--- src/sfp_defines.vh ---
`ifndef SFP_DEFINES_VH
`define SFP_DEFINES_VH

// Queue geometry
`define SFP_DATA_W      36
`define SFP_ADDR_W      4
`define SFP_OFS_W       4
// Reset values
`define SFP_PTR_RST     4'h0
`define SFP_WORD_RST    36'h0
`define SFP_OFS_EMPTY_RST 4'h2
`define SFP_OFS_FULL_RST  4'h2
// Strap encodings
`define SFP_STRAP_SYNC  1'b1
`define SFP_STRAP_ASYNC 1'b0

`endif

--- src/sfp_edge_sync.v ---
`timescale 1ns/1ps
// Two-stage synchroniser with rising-edge pulse; only stage two feeds logic
module sfp_edge_sync (
  input  wire clk,
  input  wire rst,
  input  wire pinIn,
  output wire level,
  output wire rise
);
  reg meta_r;
  reg sync_r;
  reg last_r;

  always @(posedge clk) begin
    if (rst) begin
      meta_r <= 1'b0;
      sync_r <= 1'b0;
      last_r <= 1'b0;
    end else begin
      meta_r <= pinIn;
      sync_r <= meta_r;
      last_r <= sync_r;
    end
  end

  assign level = sync_r;
  assign rise  = sync_r & ~last_r;
endmodule // sfp_edge_sync

--- src/sfp_port_ctrl.v ---
`timescale 1ns/1ps
`include "sfp_defines.vh"

module sfp_port_ctrl #(
  parameter DATA_W = `SFP_DATA_W,
  parameter ADDR_W = `SFP_ADDR_W,
  parameter OFS_W  = `SFP_OFS_W
) (
  input  wire              clk,
  input  wire              rst,
  input  wire              fullReset,
  input  wire              inputPortAsyncSelect,
  input  wire              outputPortAsyncSelect,
  input  wire              fallThroughMode,
  input  wire              writeClk,
  input  wire              writeEnableN,
  input  wire              offsetLoadN,
  input  wire              serialOffsetLoadEnableN,
  input  wire              serialIn,
  input  wire [DATA_W-1:0] dataIn,
  input  wire              readClk,
  input  wire              readEnableN,
  output reg  [DATA_W-1:0] dataOut,
  output reg               emptyN,
  output reg               fullN,
  output reg               writeSync,
  output reg               readSync,
  output reg               modeError
);
  localparam DEPTH = 1 << ADDR_W;

  ////////////////////////////////////////////////////////////////////
  // Pin synchronisers
  ////////////////////////////////////////////////////////////////////
  reg [1:0] wenS_r;
  reg [1:0] renS_r;
  reg [1:0] ldS_r;
  reg [1:0] senS_r;
  reg [1:0] sinS_r;
  reg [1:0] frS_r;
  reg [1:0] input_port_async_select_r;
  reg [1:0] output_port_async_select_r;
  reg [1:0] ftS_r;
  reg [DATA_W-1:0] dMeta_r;
  reg [DATA_W-1:0] dSync_r;
  wire wRise;
  wire rRise;

  always @(posedge clk) begin
    if (rst) begin
      wenS_r  <= 2'h3;
      renS_r  <= 2'h3;
      ldS_r   <= 2'h3;
      senS_r  <= 2'h3;
      sinS_r  <= 2'h0;
      frS_r   <= 2'h0;
      input_port_async_select_r  <= 2'h3;
      output_port_async_select_r  <= 2'h3;
      ftS_r   <= 2'h0;
      dMeta_r <= `SFP_WORD_RST;
      dSync_r <= `SFP_WORD_RST;
    end else begin
      wenS_r  <= {wenS_r[0], writeEnableN};
      renS_r  <= {renS_r[0], readEnableN};
      ldS_r   <= {ldS_r[0], offsetLoadN};
      senS_r  <= {senS_r[0], serialOffsetLoadEnableN};
      sinS_r  <= {sinS_r[0], serialIn};
      frS_r   <= {frS_r[0], fullReset};
      input_port_async_select_r  <= {input_port_async_select_r[0], inputPortAsyncSelect};
      output_port_async_select_r  <= {output_port_async_select_r[0], outputPortAsyncSelect};
      ftS_r   <= {ftS_r[0], fallThroughMode};
      dMeta_r <= dataIn;
      dSync_r <= dMeta_r;
    end
  end

  sfp_edge_sync uWclk (
    .clk   (clk),
    .rst   (rst),
    .pinIn (writeClk),
    .level (),
    .rise  (wRise)
  );

  sfp_edge_sync uRclk (
    .clk   (clk),
    .rst   (rst),
    .pinIn (readClk),
    .level (),
    .rise  (rRise)
  );

  ////////////////////////////////////////////////////////////////////
  // Queue and offsets
  ////////////////////////////////////////////////////////////////////
  reg [DATA_W-1:0] mem_r [0:DEPTH-1];
  reg [ADDR_W:0]   wPtr_r;
  reg [ADDR_W:0]   rPtr_r;
  reg [OFS_W-1:0]  ofsEmpty_r;
  reg [OFS_W-1:0]  ofsFull_r;
  reg              ofsSel_r;
  reg              rdOfsSel_r;
  reg [OFS_W-1:0]  serCnt_r;
  integer i;

  function [ADDR_W:0] ptrInc;
    input [ADDR_W:0] p;
    begin
      ptrInc = p + {{ADDR_W{1'b0}}, 1'b1};
    end
  endfunction

  wire isFull  = (wPtr_r[ADDR_W] != rPtr_r[ADDR_W]) &&
                 (wPtr_r[ADDR_W-1:0] == rPtr_r[ADDR_W-1:0]);
  wire isEmpty = (wPtr_r == rPtr_r);
  // Async mode leans on the writer tying enable active, so the strobe alone counts
  wire wQual   = writeSync ? ~wenS_r[1] : 1'b1;
  wire wEvt    = wRise & wQual;
  wire rQual   = readSync ? ~renS_r[1] : 1'b1;
  wire rEvt    = rRise & rQual;
  wire ldOn    = ~ldS_r[1];
  wire doWrite = wEvt & ~ldOn & ~isFull;
  wire doRead  = rEvt & ~ldOn & ~isEmpty;
  wire serOn   = ~senS_r[1] & ldOn;

  always @(posedge clk) begin
    if (rst || frS_r[1]) begin
      wPtr_r     <= {1'b0, `SFP_PTR_RST};
      rPtr_r     <= {1'b0, `SFP_PTR_RST};
      dataOut    <= `SFP_WORD_RST;
      writeSync  <= input_port_async_select_r[1];
      readSync   <= output_port_async_select_r[1];
      modeError  <= (output_port_async_select_r[1] == `SFP_STRAP_ASYNC) & ftS_r[1];
      ofsEmpty_r <= `SFP_OFS_EMPTY_RST;
      ofsFull_r  <= `SFP_OFS_FULL_RST;
      ofsSel_r   <= 1'b0;
      rdOfsSel_r <= 1'b0;
      serCnt_r   <= {OFS_W{1'b0}};
      emptyN     <= 1'b0;
      fullN      <= 1'b1;
      for (i = 0; i < DEPTH; i = i + 1) begin
        mem_r[i] <= `SFP_WORD_RST;
      end
    end else begin
      // Straps are held after reset by the system, so no re-capture here
      if (doWrite) begin
        mem_r[wPtr_r[ADDR_W-1:0]] <= dSync_r;
        wPtr_r <= ptrInc(wPtr_r);
      end
      if (wEvt & ldOn & ~serOn) begin
        if (ofsSel_r)
          ofsFull_r <= dSync_r[OFS_W-1:0];
        else
          ofsEmpty_r <= dSync_r[OFS_W-1:0];
        ofsSel_r <= ~ofsSel_r;
      end
      // Serial bits shift in on write-clock rises, empty offset first
      if (wRise & serOn) begin
        if (ofsSel_r)
          ofsFull_r <= {sinS_r[1], ofsFull_r[OFS_W-1:1]};
        else
          ofsEmpty_r <= {sinS_r[1], ofsEmpty_r[OFS_W-1:1]};
        if (serCnt_r == OFS_W - 1) begin
          serCnt_r <= {OFS_W{1'b0}};
          ofsSel_r <= ~ofsSel_r;
        end else begin
          serCnt_r <= serCnt_r + {{(OFS_W-1){1'b0}}, 1'b1};
        end
      end
      if (doRead) begin
        dataOut <= mem_r[rPtr_r[ADDR_W-1:0]];
        rPtr_r  <= ptrInc(rPtr_r);
      end else if (rEvt & ldOn & readSync) begin
        dataOut    <= {{(DATA_W-OFS_W){1'b0}}, rdOfsSel_r ? ofsFull_r : ofsEmpty_r};
        rdOfsSel_r <= ~rdOfsSel_r;
      end
      emptyN <= ~((wPtr_r == (doRead ? ptrInc(rPtr_r) : rPtr_r)) && !doWrite) |
                (doWrite & ~doRead);
      fullN  <= ~(isFull & ~doRead) & ~(doWrite & ~doRead &
                (ptrInc(wPtr_r) == {~rPtr_r[ADDR_W], rPtr_r[ADDR_W-1:0]}));
    end
  end
endmodule // sfp_port_ctrl

--- config.mk ---
export PLATFORM = sky130hd
export DESIGN_NAME = sfp_port_ctrl
export DESIGN_NICKNAME = d
export VERILOG_FILES = /design/src/sfp_edge_sync.v /design/src/sfp_port_ctrl.v
export VERILOG_INCLUDE_DIRS = /design/src
export SDC_FILE = /design/constraint.sdc
export NUM_CORES = 1
export LEC_CHECK = 0
export BUFFER_PORTS_ARGS = -buffer_cell sky130_fd_sc_hd__buf_2
export CAP_MARGIN = 25
export CORE_AREA = 2 2 243 245
export DETAILED_ROUTE_END_ITERATION = 12
export DIE_AREA = 0 0 245 247
export PLACE_DENSITY_LB_ADDON = 0.12
export SYNTH_ARGS = -nofsm -noshare
export SYNTH_HDL_FRONTEND = slang
export SYNTH_HIERARCHICAL = 1
export SYNTH_SLANG_ARGS = --single-unit
--- constraint.sdc ---
create_clock -name clk -period 9.1 [get_ports clk]
set_input_delay 0.91 -clock clk [delete_from_list [all_inputs] [get_ports clk]]
set_output_delay 0.91 -clock clk [all_outputs]
set_load 0.05 [all_outputs]
==> impl_metrics.json, run 1 <==
{
  "run_status": "finished, final reports clean",
  "critPathSlowestCell": "nand2b_2",
  "htree_num_levels": 3,
  "ys.flop_type": "edfxtp_1",
  "tns_ns": 0,
  "die_x_um": 245,
  "finalHoldViolCount": 0,
  "cts-root-buf": "clkbuf_16",
  "yosysSeqAreaShare_pct": 65.26,
  "drive_gt1_share_pct": 20.59,
  "clk_latency_ns": 0.62,
  "cts.sinks": 737,
  "ctsResizeCount": 0,
  "first_iter_violations": 1707,
  "antenna_found_initial": 7,
  "skew_ns": 0.02376,
  "powerDensity_nw_per_um2": 204.1,
  "final_nets": 2109,
  "wl_per_cell_um": 26.76,
  "clock_path_buffers": 3,
  "avgSynthCellArea_um2": 15.56,
  "place.gp.congestion": 0.8274,
  "vdd_drop_max_v": 0.0001861,
  "postSynthNetCount": 2081,
  "cp-start-kind": "input pin",
  "cp_max_fo": 54,
  "fin_crit_sh_pct": 47.35,
  "overflow": 0,
  "max_stage_delay_ns": 0.88,
  "setup_ws_ns": 4.791,
  "grt_use_total_pct": 26.27,
  "worst_ep_arrival_time_ns": 4.53,
  "io_buffers": 89,
  "worstSetupPathType": "input pin to register",
  "maxSlewHeadroom_pct": 31.76,
  "cts_tree": "built",
  "placed_cell_area_um2": 32350,
  "finalMaxSlewViolations": 0,
  "layout_commonest_cell": "edfxtp_1",
  "die_y_um": 247,
  "worstSetupEndpointType": "register",
  "drc": 0,
  "core_um2": 58240,
  "synth-async-reset-ratio_pct": 0,
  "tightest_slew_ns": 1.024,
  "grt_pass1_wl_mm": 112.1,
  "first_global_vias": 16473,
  "fill_cells": 4349,
  "place_inst": 2737,
  "ys_warn_count": 6,
  "fmax_mhz": 232.1,
  "vias": 16768,
  "routed_wl_mm": 77.38,
  "p_total_mw": 7.140,
  "synth_area_um2": 31490,
  "hold_class": "register to register",
  "synth_cells": 2024,
  "rows": 89,
  "finalCriticalPeriod_ns": 4.309,
  "final_util_pct": 60.07,
  "areaGrowthSynthToFinish_pct": 11.10,
  "cts_hold_buf": 0,
  "initial_core_util_pct": 54.07,
  "path_clk_slew_ns": 0.06,
  "die-area_um2": 60520,
  "crit_chain": "buf_4 > nor2_4 > buf_4 > inv_2 > a211oi_4 > and3_1 > buf_4 > nand2b_2",
  "io_pins": 90,
  "fin_area_um2": 34990,
  "grt_setup_unrepaired": "no",
  "whs_ns": 0.4017,
  "ys_ff_latch": 737,
  "drt.antenna.violating_nets": 0,
  "grt_max_degree": 92,
  "total_leakage_power_nw": 12.79,
  "setup_viol": 0,
  "cap_violations": 0,
  "required_ns": 9.32,
  "first_pass_iters": 5,
  "synth_cell_types": 58,
  "cts_buffers": 77,
  "via_per_inst": 5.798,
  "dp_hpwl_mm": 48.56,
  "final-instance-count-excl-fill": 2892,
  "path_common_cell": "buf_4",
  "dp_slack_ns": 4.122,
  "final_cell_mix": "edfxtp_1, and2_1, mux4_2, dfxtp_1, nor2b_1",
  "cts_setup_buffers": 0,
  "synth_edf_count": 579
}
metal layers:
metal | vias up | wire length [µm] | global-route usage [%]
met1 | 8606 | 32260 | 36.81
met4 | 0 | 2700 | 9.702
met2 | 582 | 36400 | 40.69
met3 | 115 | 6019 | 5.839
met5 | - | 0 | 0
li1 | 7465 | - | -
cell families (layout without fill, tap and decap cells):
family / Yosys count / count (layout) / share of synthesized area, %
xor gates and xnor gates: 24 / 24 / 0.7589
AOI/OAI and AO/OA: 92 / 92 / 2.301
other: 0 / 6 / 0
DFF: 737 / 737 / 65.26
muxes: 182 / 182 / 13.04
and+or+nand+nor: 797 / 797 / 15.42
adders and majority gates: 8 / 8 / 0.3179
buffers and inverters: 184 / 273 / 2.896
synthesized netlist by cell type, drive strengths merged, types with 2 or more instances:
cell type  instances  area (µm²)
ha                 8       100.1
mux2i              5       50.05
edfxtp           579       17390
nand4              3       18.77
dfxtp            158        3163
nand2             24       90.09
a21oi             19       95.09
buf               68       467.9
xor2               7       68.82
a32o              32       320.3
nand3             14       70.07
nor2              27       101.4
and2             578        3616
nor3b              2       20.02
o21ai              8       43.79
nand2b            17       106.4
clkbuf           109       417.9
nor2b             91       574.3
a2bb2oi            3       26.28
a211oi             4       42.54
o22ai              6       37.54
or2               12       75.07
o211ai             2       15.01
nor3               7       35.03
and3              18       112.6
xnor2             16       147.7
inv                7       26.27
a31oi              2       12.51
a22oi              8       60.06
mux4             176        4046
sequential cells by signal (all words and copies together), names as in the netlist, 4 cells and up, named ones only:
register and cells:
rPtr_r 5, dataOut 36, dMeta_r 36, wPtr_r 5, mem_r 576, dSync_r 36
serCnt_r 4
worst max-delay path, delay by kind of cell:
kind	cells	cell delay, ns
buf+inv	4	1.61
simple gates	3	1.23
compound gates	1	0.71
layout make-up:
cell class              instances  area, µm²  area share, %
well taps                     773      967.2          2.764
clock inverters                24      222.7         0.6366
flip-flops and latches        737      20560          58.77
multi-input cells            1103      10090          28.84
diodes                          6      15.01        0.04292
repair buffers                126      898.4          2.568
clock buffers                 116       2206          6.305
inverters                       7      26.28        0.07510
path summary, 6_finish.rpt:
path	start	to	slack [ns]	cells after the start
min	input_port_async_select_r[1]	writeSync	0.40	0
min reg2reg	input_port_async_select_r[1]	writeSync	0.40	0
max reg2reg	frS_r[1]	mem_r[0][33]	4.90	7
max	rst	mem_r[0][33]	4.79	8
power by group:
group          switching (mW)  leakage [nW]  internal (mW)
Combinational           0.151          4.22         0.0863
Sequential             0.0795          7.37           3.76
Clock                    1.27          1.20           1.79
Total                    1.50          12.8           5.64
Note: power is estimated with default switching activity, not from simulation.
==> inputs of run 2 (changes only) <==
Clock period 9.1 ns to 3.81 ns, I/O delays scaled along.
==> run 2 against run 1 <==
Against the previous run: die area unchanged; hold slack got worse by 0.39 ns; total power increased by 140%; largest cell class unchanged; via count increased by 1.4%; combinational power increased to 2.7 times the previous value; sequential cell count unchanged; clock skew about the same; routed wire length decreased by 3.2%; critical path depth decreased by 2; count of clock-buffer cells in the layout increased by 2; register-to-register slack got worse by 4.0 ns.
==> impl_metrics.json, run 2 (synthesis results as in run 1) <==
{
  "run_status": "finished, final reports clean",
  "r2r-start": "wPtr_r[0]",
  "areaGrowthSynthToFinish_pct": 12.85,
  "die_x_um": 245,
  "whs_ns": 0.01077,
  "crit_buf_inv": 1,
  "io_pins": 90,
  "die-area_um2": 60520,
  "vdd_drop_max_v": 0.0003843,
  "worstHoldStart": "dataIn[21]",
  "overflow": 0,
  "cp_max_fo": 17,
  "critPathSlowestCell": "and3_2",
  "cap_violations": 0,
  "fmax_mhz": 343.2,
  "hold_class": "input pin to register",
  "initial_core_util_pct": 54.07,
  "cts.sinks": 737,
  "maxSlewHeadroom_pct": 35.08,
  "first_pass_iters": 6,
  "worst_ep_arrival_time_ns": 3.46,
  "cts_tree": "built",
  "path_clk_slew_ns": 0.06,
  "required_ns": 4.35,
  "drc": 0,
  "first_iter_violations": 1536,
  "rr_endpoint": "dataOut[12]",
  "grt_setup_unrepaired": "no",
  "worstSetupEndpointType": "register",
  "finalHoldViolCount": 0,
  "crit_chain": "xnor2_1 > nand4_1 > o21ai_2 > and3_2 > buf_4 > a32o_1",
  "critPathLaunch": "wPtr_r[0]",
  "skew_ns": 0.02357,
  "regMostFlops": "mem_r",
  "final_nets": 2160,
  "fin_area_um2": 35540,
  "p_total_mw": 17.09,
  "grt_pass1_wl_mm": 111.8,
  "fin_crit_sh_pct": 76.47,
  "dp_slack_ns": 0.9173,
  "tightest_slew_ns": 0.9738,
  "drt.antenna.violating_nets": 0,
  "htree_num_levels": 3,
  "placed_cell_area_um2": 32660,
  "die_y_um": 247,
  "vias": 17006,
  "tns_ns": 0,
  "antenna_found_initial": 0,
  "grt_max_degree": 149,
  "cts_buffers": 76,
  "finalCriticalPeriod_ns": 2.914,
  "cts-root-buf": "clkbuf_16",
  "finalMaxSlewViolations": 0,
  "core_um2": 58240,
  "rows": 89,
  "place_inst": 2755,
  "final-instance-count-excl-fill": 2934,
  "holdPathEnd": "dMeta_r[21]",
  "worstRegToRegCells": 6,
  "antenna_cells": 0,
  "largest_reg_flops": 576,
  "wl_per_cell_um": 25.54,
  "place.gp.congestion": 0.7997,
  "r2r_slack_ns": 0.90,
  "final_util_pct": 61.02,
  "routed_wl_mm": 74.94,
  "io_buffers": 89,
  "first_global_vias": 17592,
  "clock_path_buffers": 3,
  "setup_ws_ns": 0.8964,
  "drive_gt1_share_pct": 20.45,
  "worstSetupPathType": "register to register",
  "setup_viol": 0,
  "total_leakage_power_nw": 13.04,
  "clk_latency_ns": 0.61,
  "dp_hpwl_mm": 40.68,
  "grt_use_total_pct": 25.45,
  "powerDensity_nw_per_um2": 481.0,
  "cp-start-kind": "register",
  "final_cell_mix": "edfxtp_1, and2_1, mux4_2, dfxtp_1, nor2b_1",
  "max_stage_delay_ns": 0.62,
  "layout_commonest_cell": "edfxtp_1",
  "hold_path_depth": 2,
  "ctsResizeCount": 0,
  "via_per_inst": 5.796,
  "critPathTopFamily": "simple AND/OR/NAND/NOR gates"
}
[run 2: cell types whose count changed in the layout (fill, tap and decap cells not counted), moves of 3 or more]
cell / before / now
clkbuf_8: 9 / 13
buf_16: 3 / 0
buf_12: 9 / 18
buf_4: 26 / 29
dlygate4sd3_1: 0 / 43
diode_2: 6 / 0
clkinv_2: 15 / 9
[run 2: worst reg2reg max path: cells and delay by family (launching register included)]
| family | cells | cell delay (ns) |
|---|---|---|
| XOR/XNOR | 1 | 0.43 |
| AND/OR/NAND/NOR | 2 | 1.06 |
| buffers and inverters | 1 | 0.43 |
| flip-flops | 1 | 0.37 |
| AO/OA/AOI/OAI | 2 | 0.56 |
[run 2: repair_timing]
action,in CTS,in global routing
setup buffers,0,0
hold endpoints to repair,43,0
hold buffers,43,0
[run 2: how the worst max path moves through the flow]
| stage | to | slack, ns | cells past startpoint |
|---|---|---|---|
| 5_1_grt | dataOut[12] | 0.77 | 6 |
| 3_5_place_dp | dataOut[12] | 0.92 | 6 |
| 2_1_floorplan | mem_r[0][0] | 0.81 | 8 |
| 4_1_cts | mem_r[3][19] | 0.89 | 6 |
| 6_report | dataOut[12] | 0.90 | 6 |
| 3_3_place_gp | dataOut[11] | 0.97 | 6 |
[run 2: report_power, final]
| part | internal [mW] | total [mW] | switching [mW] |
|---|---|---|---|
| clock network | 4.33 | 7.34 | 3.01 |
| logic | 0.250 | 0.631 | 0.381 |
| registers | 8.99 | 9.13 | 0.140 |
| total | 13.6 | 17.1 | 3.53 |
[run 2: area by class of cell]
cell class,count,area (µm²)
clock buffers,118,2253
clock inverters,18,191.4
fillers,4351,22700
inverters,7,26.28
multi-input cells,1103,10090
flip-flops and latches,737,20560
well taps,773,967.2
repair buffers,178,1449
[run 2: per-layer routing]
layer / part of all wire (%) / wire [µm] / track usage (%)
met2: 51 / 38100 / 44.01
met4: 2.1 / 1608 / 7.694
met3: 5.9 / 4453 / 3.364
met5: 0 / 0 / 0
met1: 41 / 30780 / 33.78
==> inputs of run 3 (changes only) <==
Clock period 3.81 ns to 2.3 ns, I/O delays scaled along.
==> run 3 against run 2 <==
Against the previous run: the flow now finishes with violations (negative setup slack); sequential cell count is the same; routed wire length rose by 8.0%; total power grew 69%; setup slack got worse by 0.90 ns; critical path depth did not move; count of clock-buffer cells in the layout down 4; fmax is 27% higher; final cell count rose by 4.2%; clock skew increased by 0.0034 ns; utilization is 3.2 points higher; critical endpoint is now dataOut[31]; largest cell class unchanged; largest power group unchanged.
==> impl_metrics.json, run 3 (synthesis results as in run 1) <==
{
  "run_status": "finished with violations",
  "violations": "negative setup slack",
  "cts_buffers": 78,
  "cts_tree": "built",
  "wl_per_cell_um": 26.46,
  "grt_use_total_pct": 27.48,
  "antenna_cells": 0,
  "cts.sinks": 737,
  "dp_slack_ns": -0.1495,
  "crit_chain": "buf_12 > buf_16 > buf_12 > mux4_2 > mux4_2 > a32o_1",
  "rows": 89,
  "worstRegToRegCells": 6,
  "finalMaxSlewViolations": 0,
  "clk_latency_ns": 0.64,
  "layout_commonest_cell": "edfxtp_1",
  "hold_class": "input pin to register",
  "dp_hpwl_mm": 49.01,
  "hold_path_depth": 3,
  "overflow": 0,
  "required_ns": 2.81,
  "antenna_found_initial": 3,
  "cap_violations": 0,
  "first_global_vias": 18000,
  "largest_reg_flops": 576,
  "place.gp.congestion": 0.8003,
  "worst_ep_arrival_time_ns": 2.82,
  "tightest_slew_ns": 0.8455,
  "setup_ws_ns": -0.002320,
  "maxSlewHeadroom_pct": 43.64,
  "grt_setup_unrepaired": "yes",
  "io_buffers": 89,
  "first_pass_iters": 5,
  "finalCriticalPeriod_ns": 2.302,
  "core_um2": 58240,
  "grt_pass1_wl_mm": 118.9,
  "final_nets": 2277,
  "vdd_drop_max_v": 0.0006811,
  "total_leakage_power_nw": 13.95,
  "cp_max_fo": 10,
  "clock_path_buffers": 3,
  "via_per_inst": 5.846,
  "fin_area_um2": 37420,
  "cts-root-buf": "clkbuf_16",
  "path_depth": 6,
  "final_cell_mix": "edfxtp_1, and2_1, mux4_2, dfxtp_1, nor2b_1",
  "drive_gt1_share_pct": 24.64,
  "grt_max_degree": 97,
  "areaGrowthSynthToFinish_pct": 18.83,
  "initial_core_util_pct": 54.07,
  "crit_buf_inv": 3,
  "cp-start-kind": "register",
  "whs_ns": 0.1305,
  "drc": 0,
  "routed_wl_mm": 80.92,
  "max_stage_delay_ns": 0.52,
  "worstSetupEndpointType": "register",
  "drt.antenna.violating_nets": 0,
  "critPathTopFamily": "multiplexers",
  "powerDensity_nw_per_um2": 772.2,
  "skew_ns": 0.02701,
  "finalHoldViolCount": 0,
  "die_x_um": 245,
  "path_clk_slew_ns": 0.06,
  "vias": 17878,
  "fmax_mhz": 434.3,
  "htree_num_levels": 3,
  "io_pins": 90,
  "fill_cells": 4155,
  "die-area_um2": 60520,
  "first_iter_violations": 1917,
  "setup_viol": 1,
  "worstSetupPathType": "register to register",
  "fin_crit_sh_pct": 100.1,
  "regMostFlops": "mem_r",
  "critPathSlowestCell": "mux4_2",
  "placed_cell_area_um2": 34030,
  "die_y_um": 247
}
## run 3: cell count changes in the layout (fill, tap and decap cells not counted), sizes merged
| cell | previous run | this run |
|---|---|---|
| inv | 9 | 11 |
| clkinv | 12 | 22 |
| clkinvlp | 0 | 1 |
| buf | 135 | 245 |
| dlygate4sd3 | 43 | 47 |
| clkbuf | 118 | 115 |
## run 3: per-stage QoR
step	power, mW	setup TNS (ns)	std cells	utilization, %
3_3_place_gp	16.58	-40.57	2844	58.43
2_1_floorplan	15.87	0	2024	-
5_1_grt	29.72	-0.09000	3058	64.25
4_1_cts	29.07	-0.02910	3043	63.89
6_report	28.90	-0.002320	3058	64.25
3_5_place_dp	16.62	-30.38	2844	58.43
## run 3: cell type report
cell class                 count  area [µm²]  share of cell area, %
clock inverter                31       275.3                 0.7356
timing repair buffer         293        3156                  8.433
clock buffer                 114        2272                  6.072
tap                          773       967.2                  2.585
multi-input combinational   1103       10160                  27.15
inverter                       7       26.28                0.07022
sequential                   737       20560                  54.95
## run 3: repair_timing
item | 4_1_cts | 5_1_grt
hold endpoints to repair | 47 | 0
endpoints found under the setup margin | 776 | 49
resized for setup | 7 | 6
hold buffers | 47 | 0
gates cloned | 2 | 1
pin swaps | 2 | 5
buffers inserted | 5 | 14
## run 3: final timing paths
check                                             startpoint      endpoint  slack, ns
worst min-delay path                                     rst  uRclk/last_r       0.13
worst min register to register  input_port_async_select_r[1]     writeSync       0.40
worst max register to register                     rPtr_r[0]   dataOut[31]     -0.002
worst max-delay path                               rPtr_r[0]   dataOut[31]     -0.002
## run 3: worst register-to-register path, stage by stage, from the launching register on
cell     delay [ns]
dfxtp_4        0.38
buf_12         0.16
buf_16         0.17
buf_12         0.18
mux4_2         0.53
mux4_2         0.52
a32o_1         0.26
## run 3: power breakdown
part	leakage (nW)	switching, mW	internal, mW
Combinational	5.32	0.692	0.579
Sequential	7.37	0.247	14.9
Clock	1.25	5.17	7.33
## run 3: routing by layer
layer / vias up / track usage (%) / wire length, µm / part of all wire (%)
met5: - / 0 / 0 / 0
met2: 753 / 44.64 / 39480 / 49
li1: 7802 / - / - / -
met1: 9181 / 37.75 / 33050 / 41
met3: 142 / 4.949 / 6268 / 7.7
met4: 0 / 9.362 / 2121 / 2.6
